File: src/rtl/csd_pkg.sv
// Package with the register map, field layouts, reset values and states of the chip-select decoder.
package csd_pkg;

    localparam int REGIONS = 4;
    localparam int CTRL_REGS = 3;

    // Register byte addresses on the AHB-Lite bus.
    localparam logic [31:0] ADDR_BASE_MASK0 = 32'hffffe400;
    localparam logic [31:0] ADDR_BASE_MASK1 = 32'hffffe404;
    localparam logic [31:0] ADDR_BASE_MASK2 = 32'hffffe408;
    localparam logic [31:0] ADDR_BASE_MASK3 = 32'hffffe40c;
    localparam logic [31:0] ADDR_LOW_PAIR_CTRL = 32'hffffe480;
    localparam logic [31:0] ADDR_HIGH_PAIR_CTRL = 32'hffffe484;
    localparam logic [31:0] ADDR_OTHER_SPACE_CTRL = 32'hffffe488;
    localparam logic [31:0] ADDR_PORT_DIR = 32'hffffe490;
    localparam logic [31:0] ADDR_PORT_FUNC = 32'hffffe494;
    localparam logic [31:0] ADDR_STATUS = 32'hffffe498;

    // Base/mask register layout.
    localparam int BASE_MSB = 31;
    localparam int BASE_LSB = 16;
    localparam int MASK_MSB = 15;
    localparam logic [31:0] BASE_MASK_RESET = 32'h000003ff;
    localparam logic [31:0] BASE_MASK_WMASK = 32'hffffffff;

    // Mask bit 0 acts on A14 for regions 0 and 1 and on A15 for regions 2 and 3.
    localparam logic [4:0] REGION_SHIFT [REGIONS] = '{5'd14, 5'd14, 5'd15, 5'd15};
    localparam logic [31:0] REGION_LOW_BITS [REGIONS] = '{32'h00003fff, 32'h00003fff, 32'h00007fff, 32'h00007fff};

    // Access control register layout.
    localparam int CTRL_W = 7;
    localparam int CTRL_EN_BIT = 0;
    localparam int CTRL_WIDE_BIT = 1;
    localparam int CTRL_WAIT_LSB = 2;
    localparam int CTRL_WAIT_MSB = 4;
    localparam int CTRL_DUMMY_LSB = 5;
    localparam int CTRL_DUMMY_MSB = 6;
    localparam logic [CTRL_W-1:0] CTRL_RESET = 7'h00;
    localparam int CTRL_LOW_PAIR = 0;
    localparam int CTRL_HIGH_PAIR = 1;
    localparam int CTRL_OTHER = 2;

    // Status register layout.
    localparam int STAT_SEL_LSB = 0;
    localparam int STAT_BUSY_BIT = 4;
    localparam int STAT_WAIT_BIT = 5;
    localparam int STAT_DMA_BIT = 6;

    // Bus cycle timing in system clocks.
    localparam logic [3:0] BASE_CYCLES = 4'h3;
    localparam logic [2:0] HSIZE_WORD = 3'h2;

    typedef enum logic [1:0] {ST_IDLE, ST_ACCESS, ST_DUMMY} csd_state_t;

endpackage : csd_pkg

File: src/rtl/csd_chip_select.sv
// Chip-select range decoder with AHB-Lite registers, wait-state sequencing and port pin routing.
// How it works
// - Four select outputs, each with its own programmable address region.
// - A select asserts when the core or DMA unit addresses its region.
// - Selects reach the port pins only when direction and function bits route them.
// - Three access control registers: enable, width, wait count, dummy count.
// - The external wait input stretches the current cycle while it stays asserted.
// - Regions 0 and 1 share one control register, regions 2 and 3 another.
// - The address is compared afresh on every bus cycle.
// - The base field gives A31-A16; the low sixteen bits are zero.
// - A set mask bit drops that address bit from the comparison.
// - Masks act on A29-A14 for regions 0-1 and A30-A15 for 2-3.
// - Region size follows from the bits below the mask range and the bits the mask excludes.
//
// The implementer's own choice: the AHB-Lite interface to the registers.
`timescale 1ns/1ps

module csd_chip_select #(
    parameter int WAIT_W = 3
) (
    // Clock and reset.
    input wire logic clk,
    input wire logic rst_n,
    // AHB-Lite slave.
    input wire logic hsel,
    input wire logic [31:0] haddr,
    input wire logic [1:0] htrans,
    input wire logic hwrite,
    input wire logic [2:0] hsize,
    input wire logic [31:0] hwdata,
    input wire logic hready,
    output logic hreadyout,
    output logic [31:0] hrdata,
    output logic hresp,
    // Processor core request.
    input wire logic core_req,
    input wire logic [31:0] core_addr,
    input wire logic core_write,
    output logic core_done,
    // Internal DMA unit request.
    input wire logic dma_req,
    input wire logic [31:0] dma_addr,
    input wire logic dma_write,
    output logic dma_done,
    // External memory side.
    input wire logic ext_wait_n,
    output logic [3:0] region_select_n,
    output logic bus_wide,
    output logic [3:0] shared_port_pins_out,
    output logic [3:0] shared_port_pins_oe
);

    localparam int R = csd_pkg::REGIONS;

    // Register file.
    logic [31:0] region_base_mask_reg [R];
    logic [csd_pkg::CTRL_W-1:0] access_ctrl_q [csd_pkg::CTRL_REGS];
    logic [3:0] port_four_direction_ctrl_q;
    logic [3:0] port_four_function_ctrl_q;

    // Bus slave state.
    logic wr_pend_q;
    logic rd_pend_q;
    logic [31:0] bus_addr_q;
    logic hready_q;
    logic [31:0] hrdata_q;
    logic hresp_q;
    logic [31:0] rdata_d;

    // Bus cycle sequencer state.
    csd_pkg::csd_state_t state_q;
    logic [3:0] cnt_q;
    logic [1:0] dummy_q;
    logic was_read_q;
    logic from_dma_q;
    logic [3:0] sel_n_q;
    logic wide_q;
    logic core_done_q;
    logic dma_done_q;
    logic [3:0] pin_out_q;
    logic [3:0] pin_oe_q;

    // Wait input synchroniser; the first stage feeds only the second.
    logic wait_meta_q;
    logic wait_sync_q;

    // Decode signals.
    logic [31:0] req_addr;
    logic req_any;
    logic req_write;
    logic [R-1:0] region_en;
    logic [R-1:0] hit;
    logic [R-1:0] sel_d;
    logic [csd_pkg::CTRL_W-1:0] ctrl_sel;
    logic [WAIT_W-1:0] wait_cnt;
    logic addr_phase;
    logic take;

    assign addr_phase = hsel && htrans[1] && hready;

    // The core has priority over the DMA unit when both request together.
    assign req_any = core_req || dma_req;
    assign req_addr = core_req ? core_addr : dma_addr;
    assign req_write = core_req ? core_write : dma_write;
    // A requester sees done a cycle late, so a request standing beside the done pulse is not taken again.
    assign take = (state_q == csd_pkg::ST_IDLE) && req_any && !core_done_q && !dma_done_q;

    // Per-region base/mask comparison.
    for (genvar g = 0; g < R; g++) begin : g_region
        logic [31:0] base_w;
        logic [31:0] mask_w;
        logic [31:0] cmp_w;
        // Lower sixteen bits of the start are zero.
        assign base_w = {region_base_mask_reg[g][csd_pkg::BASE_MSB:csd_pkg::BASE_LSB], 16'h0000};
        // The mask field is placed on the region's own address bit range.
        assign mask_w = {16'h0000, region_base_mask_reg[g][csd_pkg::MASK_MSB:0]} << csd_pkg::REGION_SHIFT[g];
        // Bits under the mask range and masked bits take no part; that alone sets the size.
        assign cmp_w = ~mask_w & ~csd_pkg::REGION_LOW_BITS[g];
        // Pair g/2 shares one control register.
        assign region_en[g] = access_ctrl_q[g / 2][csd_pkg::CTRL_EN_BIT];
        // Compared on the live request address, never a held result.
        assign hit[g] = region_en[g] && (((req_addr ^ base_w) & cmp_w) == 32'h00000000);
    end

    // Lowest-numbered enabled match wins.
    always_comb begin
        sel_d = '0;
        for (int i = R - 1; i >= 0; i--) begin
            if (hit[i]) begin
                sel_d = '0;
                sel_d[i] = 1'b1;
            end
        end
    end

    // Timing options come from the pair register of the winner, else the other-space register.
    always_comb begin
        if (|sel_d[1:0]) begin
            ctrl_sel = access_ctrl_q[csd_pkg::CTRL_LOW_PAIR];
        end else if (|sel_d[3:2]) begin
            ctrl_sel = access_ctrl_q[csd_pkg::CTRL_HIGH_PAIR];
        end else begin
            ctrl_sel = access_ctrl_q[csd_pkg::CTRL_OTHER];
        end
    end

    assign wait_cnt = ctrl_sel[csd_pkg::CTRL_WAIT_MSB:csd_pkg::CTRL_WAIT_LSB];

    always_ff @(posedge clk) begin
        if (!rst_n) begin
            wait_meta_q <= 1'b0;
            wait_sync_q <= 1'b0;
        end else begin
            wait_meta_q <= ~ext_wait_n;
            wait_sync_q <= wait_meta_q;
        end
    end

    // Bus cycle sequencer: basic cycle plus programmed waits, stretched by the wait input.
    always_ff @(posedge clk) begin
        if (!rst_n) begin
            state_q <= csd_pkg::ST_IDLE;
            cnt_q <= 4'h0;
            dummy_q <= 2'h0;
            was_read_q <= 1'b0;
            from_dma_q <= 1'b0;
            sel_n_q <= 4'hf;
            wide_q <= 1'b0;
            core_done_q <= 1'b0;
            dma_done_q <= 1'b0;
        end else begin
            core_done_q <= 1'b0;
            dma_done_q <= 1'b0;
            case (state_q)
                csd_pkg::ST_IDLE: begin
                    if (take) begin
                        state_q <= csd_pkg::ST_ACCESS;
                        cnt_q <= csd_pkg::BASE_CYCLES - 4'h1 + 4'(wait_cnt);
                        dummy_q <= ctrl_sel[csd_pkg::CTRL_DUMMY_MSB:csd_pkg::CTRL_DUMMY_LSB];
                        was_read_q <= !req_write;
                        from_dma_q <= !core_req;
                        sel_n_q <= ~sel_d;
                        wide_q <= ctrl_sel[csd_pkg::CTRL_WIDE_BIT];
                    end
                end
                csd_pkg::ST_ACCESS: begin
                    if (cnt_q != 4'h0) begin
                        cnt_q <= cnt_q - 4'h1;
                    end else if (!wait_sync_q) begin
                        // Held here while the wait input is asserted.
                        sel_n_q <= 4'hf;
                        core_done_q <= !from_dma_q;
                        dma_done_q <= from_dma_q;
                        if (was_read_q && dummy_q != 2'h0) begin
                            // Recovery time only follows a read cycle.
                            state_q <= csd_pkg::ST_DUMMY;
                            cnt_q <= (dummy_q == 2'h1) ? 4'h0 : 4'h1;
                        end else begin
                            state_q <= csd_pkg::ST_IDLE;
                        end
                    end
                end
                csd_pkg::ST_DUMMY: begin
                    if (cnt_q != 4'h0) begin
                        cnt_q <= cnt_q - 4'h1;
                    end else begin
                        state_q <= csd_pkg::ST_IDLE;
                    end
                end
                default: begin
                    state_q <= csd_pkg::ST_IDLE;
                    sel_n_q <= 4'hf;
                end
            endcase
        end
    end

    // A select reaches its pin only when the port is routed to the select function.
    always_ff @(posedge clk) begin
        if (!rst_n) begin
            pin_out_q <= 4'hf;
            pin_oe_q <= 4'h0;
        end else begin
            pin_oe_q <= port_four_direction_ctrl_q & port_four_function_ctrl_q;
            pin_out_q <= ~(port_four_direction_ctrl_q & port_four_function_ctrl_q) | sel_n_q;
        end
    end

    // AHB-Lite slave: writes take no wait, reads take one so the data comes from a flop.
    always_ff @(posedge clk) begin
        if (!rst_n) begin
            wr_pend_q <= 1'b0;
            rd_pend_q <= 1'b0;
            bus_addr_q <= 32'h00000000;
            hready_q <= 1'b1;
            hrdata_q <= 32'h00000000;
            hresp_q <= 1'b0;
        end else begin
            hresp_q <= 1'b0;
            if (rd_pend_q) begin
                rd_pend_q <= 1'b0;
                hready_q <= 1'b1;
                hrdata_q <= rdata_d;
            end else if (addr_phase) begin
                bus_addr_q <= haddr;
                wr_pend_q <= hwrite && (hsize == csd_pkg::HSIZE_WORD);
                rd_pend_q <= !hwrite;
                hready_q <= hwrite;
            end else if (hready) begin
                wr_pend_q <= 1'b0;
            end
        end
    end

    // Register writes land at the end of the data phase.
    always_ff @(posedge clk) begin
        if (!rst_n) begin
            for (int i = 0; i < R; i++) begin
                region_base_mask_reg[i] <= csd_pkg::BASE_MASK_RESET;
            end
            for (int i = 0; i < csd_pkg::CTRL_REGS; i++) begin
                access_ctrl_q[i] <= csd_pkg::CTRL_RESET;
            end
            port_four_direction_ctrl_q <= 4'h0;
            port_four_function_ctrl_q <= 4'h0;
        end else if (wr_pend_q && hready_q) begin
            case (bus_addr_q)
                csd_pkg::ADDR_BASE_MASK0: region_base_mask_reg[0] <= hwdata;
                csd_pkg::ADDR_BASE_MASK1: region_base_mask_reg[1] <= hwdata;
                csd_pkg::ADDR_BASE_MASK2: region_base_mask_reg[2] <= hwdata;
                csd_pkg::ADDR_BASE_MASK3: region_base_mask_reg[3] <= hwdata;
                csd_pkg::ADDR_LOW_PAIR_CTRL: access_ctrl_q[0] <= hwdata[csd_pkg::CTRL_W-1:0];
                csd_pkg::ADDR_HIGH_PAIR_CTRL: access_ctrl_q[1] <= hwdata[csd_pkg::CTRL_W-1:0];
                csd_pkg::ADDR_OTHER_SPACE_CTRL: access_ctrl_q[2] <= hwdata[csd_pkg::CTRL_W-1:0];
                csd_pkg::ADDR_PORT_DIR: port_four_direction_ctrl_q <= hwdata[3:0];
                csd_pkg::ADDR_PORT_FUNC: port_four_function_ctrl_q <= hwdata[3:0];
                default: begin
                end
            endcase
        end
    end

    // Read mux; unmapped addresses read zero.
    always_comb begin
        rdata_d = 32'h00000000;
        case (bus_addr_q)
            csd_pkg::ADDR_BASE_MASK0: rdata_d = region_base_mask_reg[0];
            csd_pkg::ADDR_BASE_MASK1: rdata_d = region_base_mask_reg[1];
            csd_pkg::ADDR_BASE_MASK2: rdata_d = region_base_mask_reg[2];
            csd_pkg::ADDR_BASE_MASK3: rdata_d = region_base_mask_reg[3];
            csd_pkg::ADDR_LOW_PAIR_CTRL: rdata_d = {25'h0, access_ctrl_q[0]};
            csd_pkg::ADDR_HIGH_PAIR_CTRL: rdata_d = {25'h0, access_ctrl_q[1]};
            csd_pkg::ADDR_OTHER_SPACE_CTRL: rdata_d = {25'h0, access_ctrl_q[2]};
            csd_pkg::ADDR_PORT_DIR: rdata_d = {28'h0000000, port_four_direction_ctrl_q};
            csd_pkg::ADDR_PORT_FUNC: rdata_d = {28'h0000000, port_four_function_ctrl_q};
            csd_pkg::ADDR_STATUS: begin
                rdata_d[csd_pkg::STAT_SEL_LSB +: 4] = ~sel_n_q;
                rdata_d[csd_pkg::STAT_BUSY_BIT] = state_q != csd_pkg::ST_IDLE;
                rdata_d[csd_pkg::STAT_WAIT_BIT] = wait_sync_q;
                rdata_d[csd_pkg::STAT_DMA_BIT] = from_dma_q;
            end
            default: rdata_d = 32'h00000000;
        endcase
    end

    assign hreadyout = hready_q;
    assign hrdata = hrdata_q;
    assign hresp = hresp_q;
    assign core_done = core_done_q;
    assign dma_done = dma_done_q;
    assign region_select_n = sel_n_q;
    assign bus_wide = wide_q;
    assign shared_port_pins_out = pin_out_q;
    assign shared_port_pins_oe = pin_oe_q;
endmodule : csd_chip_select

File: config.mk
export PLATFORM = sky130hd
export DESIGN_NAME = csd_chip_select
export DESIGN_NICKNAME = d
export VERILOG_FILES = /design/src/rtl/csd_pkg.sv /design/src/rtl/csd_chip_select.sv
export SDC_FILE = /design/constraint.sdc
export NUM_CORES = 1
export LEC_CHECK = 0
export BUFFER_PORTS_ARGS = -buffer_cell sky130_fd_sc_hd__buf_2
export CORE_ASPECT_RATIO = 2
export CORE_MARGIN = 4
export CORE_UTILIZATION = 40
export DETAILED_ROUTE_END_ITERATION = 8
export PLACE_DENSITY = 0.68
export SETUP_SLACK_MARGIN = 0.4
export SLEW_MARGIN = 20
export SYNTH_ARGS = -nofsm -noshare
export SYNTH_HDL_FRONTEND = slang
export SYNTH_SLANG_ARGS = --single-unit
File: constraint.sdc
create_clock -name clk -period 3.4 [get_ports clk]
set_clock_uncertainty 0.2 [all_clocks]
set_input_delay 0 -clock clk [delete_from_list [all_inputs] [get_ports clk]]
set_output_delay 0 -clock clk [all_outputs]
set_load 0.01 [all_outputs]
==> flow_summary.json <==
{
  "start_kind": "flop",
  "status": "completed",
  "ant_nets": 0,
  "cts-root-buf": "clkbuf_16",
  "critPathKind": "flop to flop",
  "maxSlewViolCount": 0,
  "cp_data_required_time_ns": 3.61,
  "wl_per_cell_um": 23.63,
  "yosys.area.top_type": "edfxtp_1",
  "drtIter0Drc": 795,
  "yosys-top-cells-count": "edfxtp_1 (149), nand2_1 (118), dfxtp_1 (102)",
  "syn_area_per_cell_sq_um": 10.82,
  "crit_fanout": 3,
  "die_area_sq_um": 32400,
  "ys_top_cells_by_area": "edfxtp_1 (38%), dfxtp_1 (17%), and2_1 (5.3%)",
  "grt_max_degree": 52,
  "ir_worst_vdd_mv": 0.3281,
  "gp_congestion": 0.9561,
  "max-cap-violations": 0,
  "num_vias": 9735,
  "initial_core_util": 0.4064,
  "cts.sinks": 251,
  "slowest_delay_ns": 0.51,
  "numCtsBuffers": 23,
  "fp-row-count": 88,
  "fin_nets": 1529,
  "place_area_sq_um": 13480,
  "setup_ws_ns": 0.4635,
  "cts_tree": "built",
  "largest_reg_flops": 128,
  "htreeDepth": 1,
  "synth.most_common_cell": "edfxtp_1",
  "worstPathCellList": "xor2_2 > o22ai_1 > or4_4 > nor4_4 > nor2_2 > or2_1 > and2_4 > ha_4 > inv_2 > o32ai_1 > a22oi_1 > nor2_1",
  "final_hold_viol_count": 0,
  "grt_pass1_vias": 9985,
  "synth_flop_cell": "edfxtp_1",
  "remaining_drc_errors": 0,
  "clock_latency_ns": 0.54,
  "ys_seq_area_frac": 0.5537,
  "worst_pin_slew_ns": 0.7239,
  "cp-end-kind": "flop",
  "port_buffers": 161,
  "p_per_area_nw_per_um2": 470.6,
  "wl_um": 41550,
  "cp_num_buf_inv": 1,
  "ys_async_sr_fraction": 0,
  "areaGrowthSynthToFinish_pct": 29.19,
  "clkTransAtPathRegs_ns": 0.07,
  "slowest_stage": "or4_4",
  "dp.cells": 1631,
  "rsz0062_at_grt": "yes",
  "fin_area_sq_um": 15200,
  "hold_path_class": "input pin to flop",
  "synth.cell_area_sq_um": 11770,
  "overflow": 0,
  "pre_cts_slack_ns": 0.1700,
  "ys_seq_elements": 251,
  "syn_inst": 1088,
  "synth_warnings": 0,
  "ys_types": 70,
  "synth_top_area_frac": 0.3802,
  "hpwl_um": 31060,
  "grt_usage": 0.2522,
  "fmax_ghz": 0.3405,
  "die_h_um": 250.6,
  "syn_nets": 1237,
  "fin_crit_sh": 0.8637,
  "whs_ns": 0.02274,
  "via_per_inst": 5.538,
  "setup_viol": 0,
  "chipWidth_um": 129.3,
  "final_cells": 1758,
  "coreArea_sq_um": 28960,
  "antenna_found_initial": 1,
  "arrival_ns": 3.15,
  "io_pins": 192,
  "setup_tns_ns": 0,
  "path_delay_family": "simple AND/OR/NAND/NOR gates",
  "synth_edf_count": 149,
  "relSlewSlack": 0.5145,
  "num-fill-cells": 2604,
  "drive_gt1_frac": 0.2441,
  "fin_crit_ns": 2.936,
  "grt_pass1_wl_um": 60200,
  "drtPass1Iterations": 8,
  "leakage_nw": 5.839,
  "clockBufferDepth": 3
}
==> stage by stage <==
stage               power, W  utilization
floorplan           0.004039            -
global route        0.007402       0.5251
global placement    0.004414       0.4656
detailed placement  0.004437       0.4656
finish              0.007156       0.5251
CTS                 0.007154       0.5212
==> worst reg2reg max path, delay by kind of cell (launching register included) <==
family	cells	cell delay (ns)
and+or+nand+nor	6	1.34
xor gates and xnor gates	1	0.22
AOI/OAI and AO/OA	3	0.32
adders and majority gates	1	0.23
buffers and inverters	1	0.04
DFF	1	0.47
==> final cells by class <==
type,count,area [sq um],share of cell area
Tap cell,360,450.4,0.02962
Timing Repair Buffer,325,2323,0.1528
Antenna cell,1,2.502,0.0001646
Inverter,27,105.1,0.006912
Clock inverter,13,131.4,0.008641
Sequential cell,251,6516,0.4286
Multi-Input combinational cell,752,5047,0.3320
Clock buffer,29,628.1,0.04131
==> final timing paths <==
path                                from    endpoint  slack, ns  cells past startpoint
max          region_base_mask_reg[1][16]    cnt_q[2]       0.46                     12
min                             core_req  from_dma_q       0.02                      6
max reg2reg  region_base_mask_reg[1][16]    cnt_q[2]       0.46                     12
min reg2reg                    hrdata[8]   hrdata[8]       0.25                      1
==> routing by layer <==
metal	global-route usage	vias to the layer above	wire length, um
li1	-	4511	-
met1	0.2250	4660	12350
met2	0.4703	393	22530
met3	0.03457	171	2089
met4	0.2244	0	4577
met5	0	-	0
==> power by group <==
part | internal, W | total (W) | switching (W)
Sequential | 0.00334 | 0.00344 | 0.000100
Combinational | 0.000452 | 0.00105 | 0.000598
Clock | 0.00147 | 0.00267 | 0.00119
==> cell families after synthesis <==
group,Yosys count,share of synthesized area
and+or+nand+nor,419,0.1907
muxes,51,0.04922
AOI/OAI and AO/OA,227,0.1334
xor gates and xnor gates,48,0.03572
buffers and inverters,85,0.03051
other,1,0.0003186
DFF,251,0.5537
adders and majority gates,6,0.006379
==> cells in the final DEF (no fill, tap or decap), drive strengths merged, types with 4 or more instances in the layout <==
cell,instances
o221ai,5
a222oi,31
and2,101
buf,242
or2,5
a21o,28
edfxtp,149
nand4,12
dfxtp,102
nor2,51
a21oi,69
mux2,4
nor3,10
xor2,32
nor4,6
xnor2,16
clkbuf,29
a22oi,19
dlygate4sd3,83
clkinv,7
and3,8
inv,27
nand2b,47
o21ai,23
clkinvlp,4
o22ai,18
ha,6
nor2b,23
mux2i,47
nand3,21
nand2,118
a211oi,9
==> timing repair <==
action / 4_1_cts / 5_1_grt
gates cloned: 0 / 0
resized for setup: 5 / 24
setup endpoints to repair: 72 / 208
pin swaps: 1 / 14
hold endpoints to repair: 243 / 0
buffers inserted: 0 / 1
hold buffers: 83 / 0
Power figures use the tool's default switching activity.
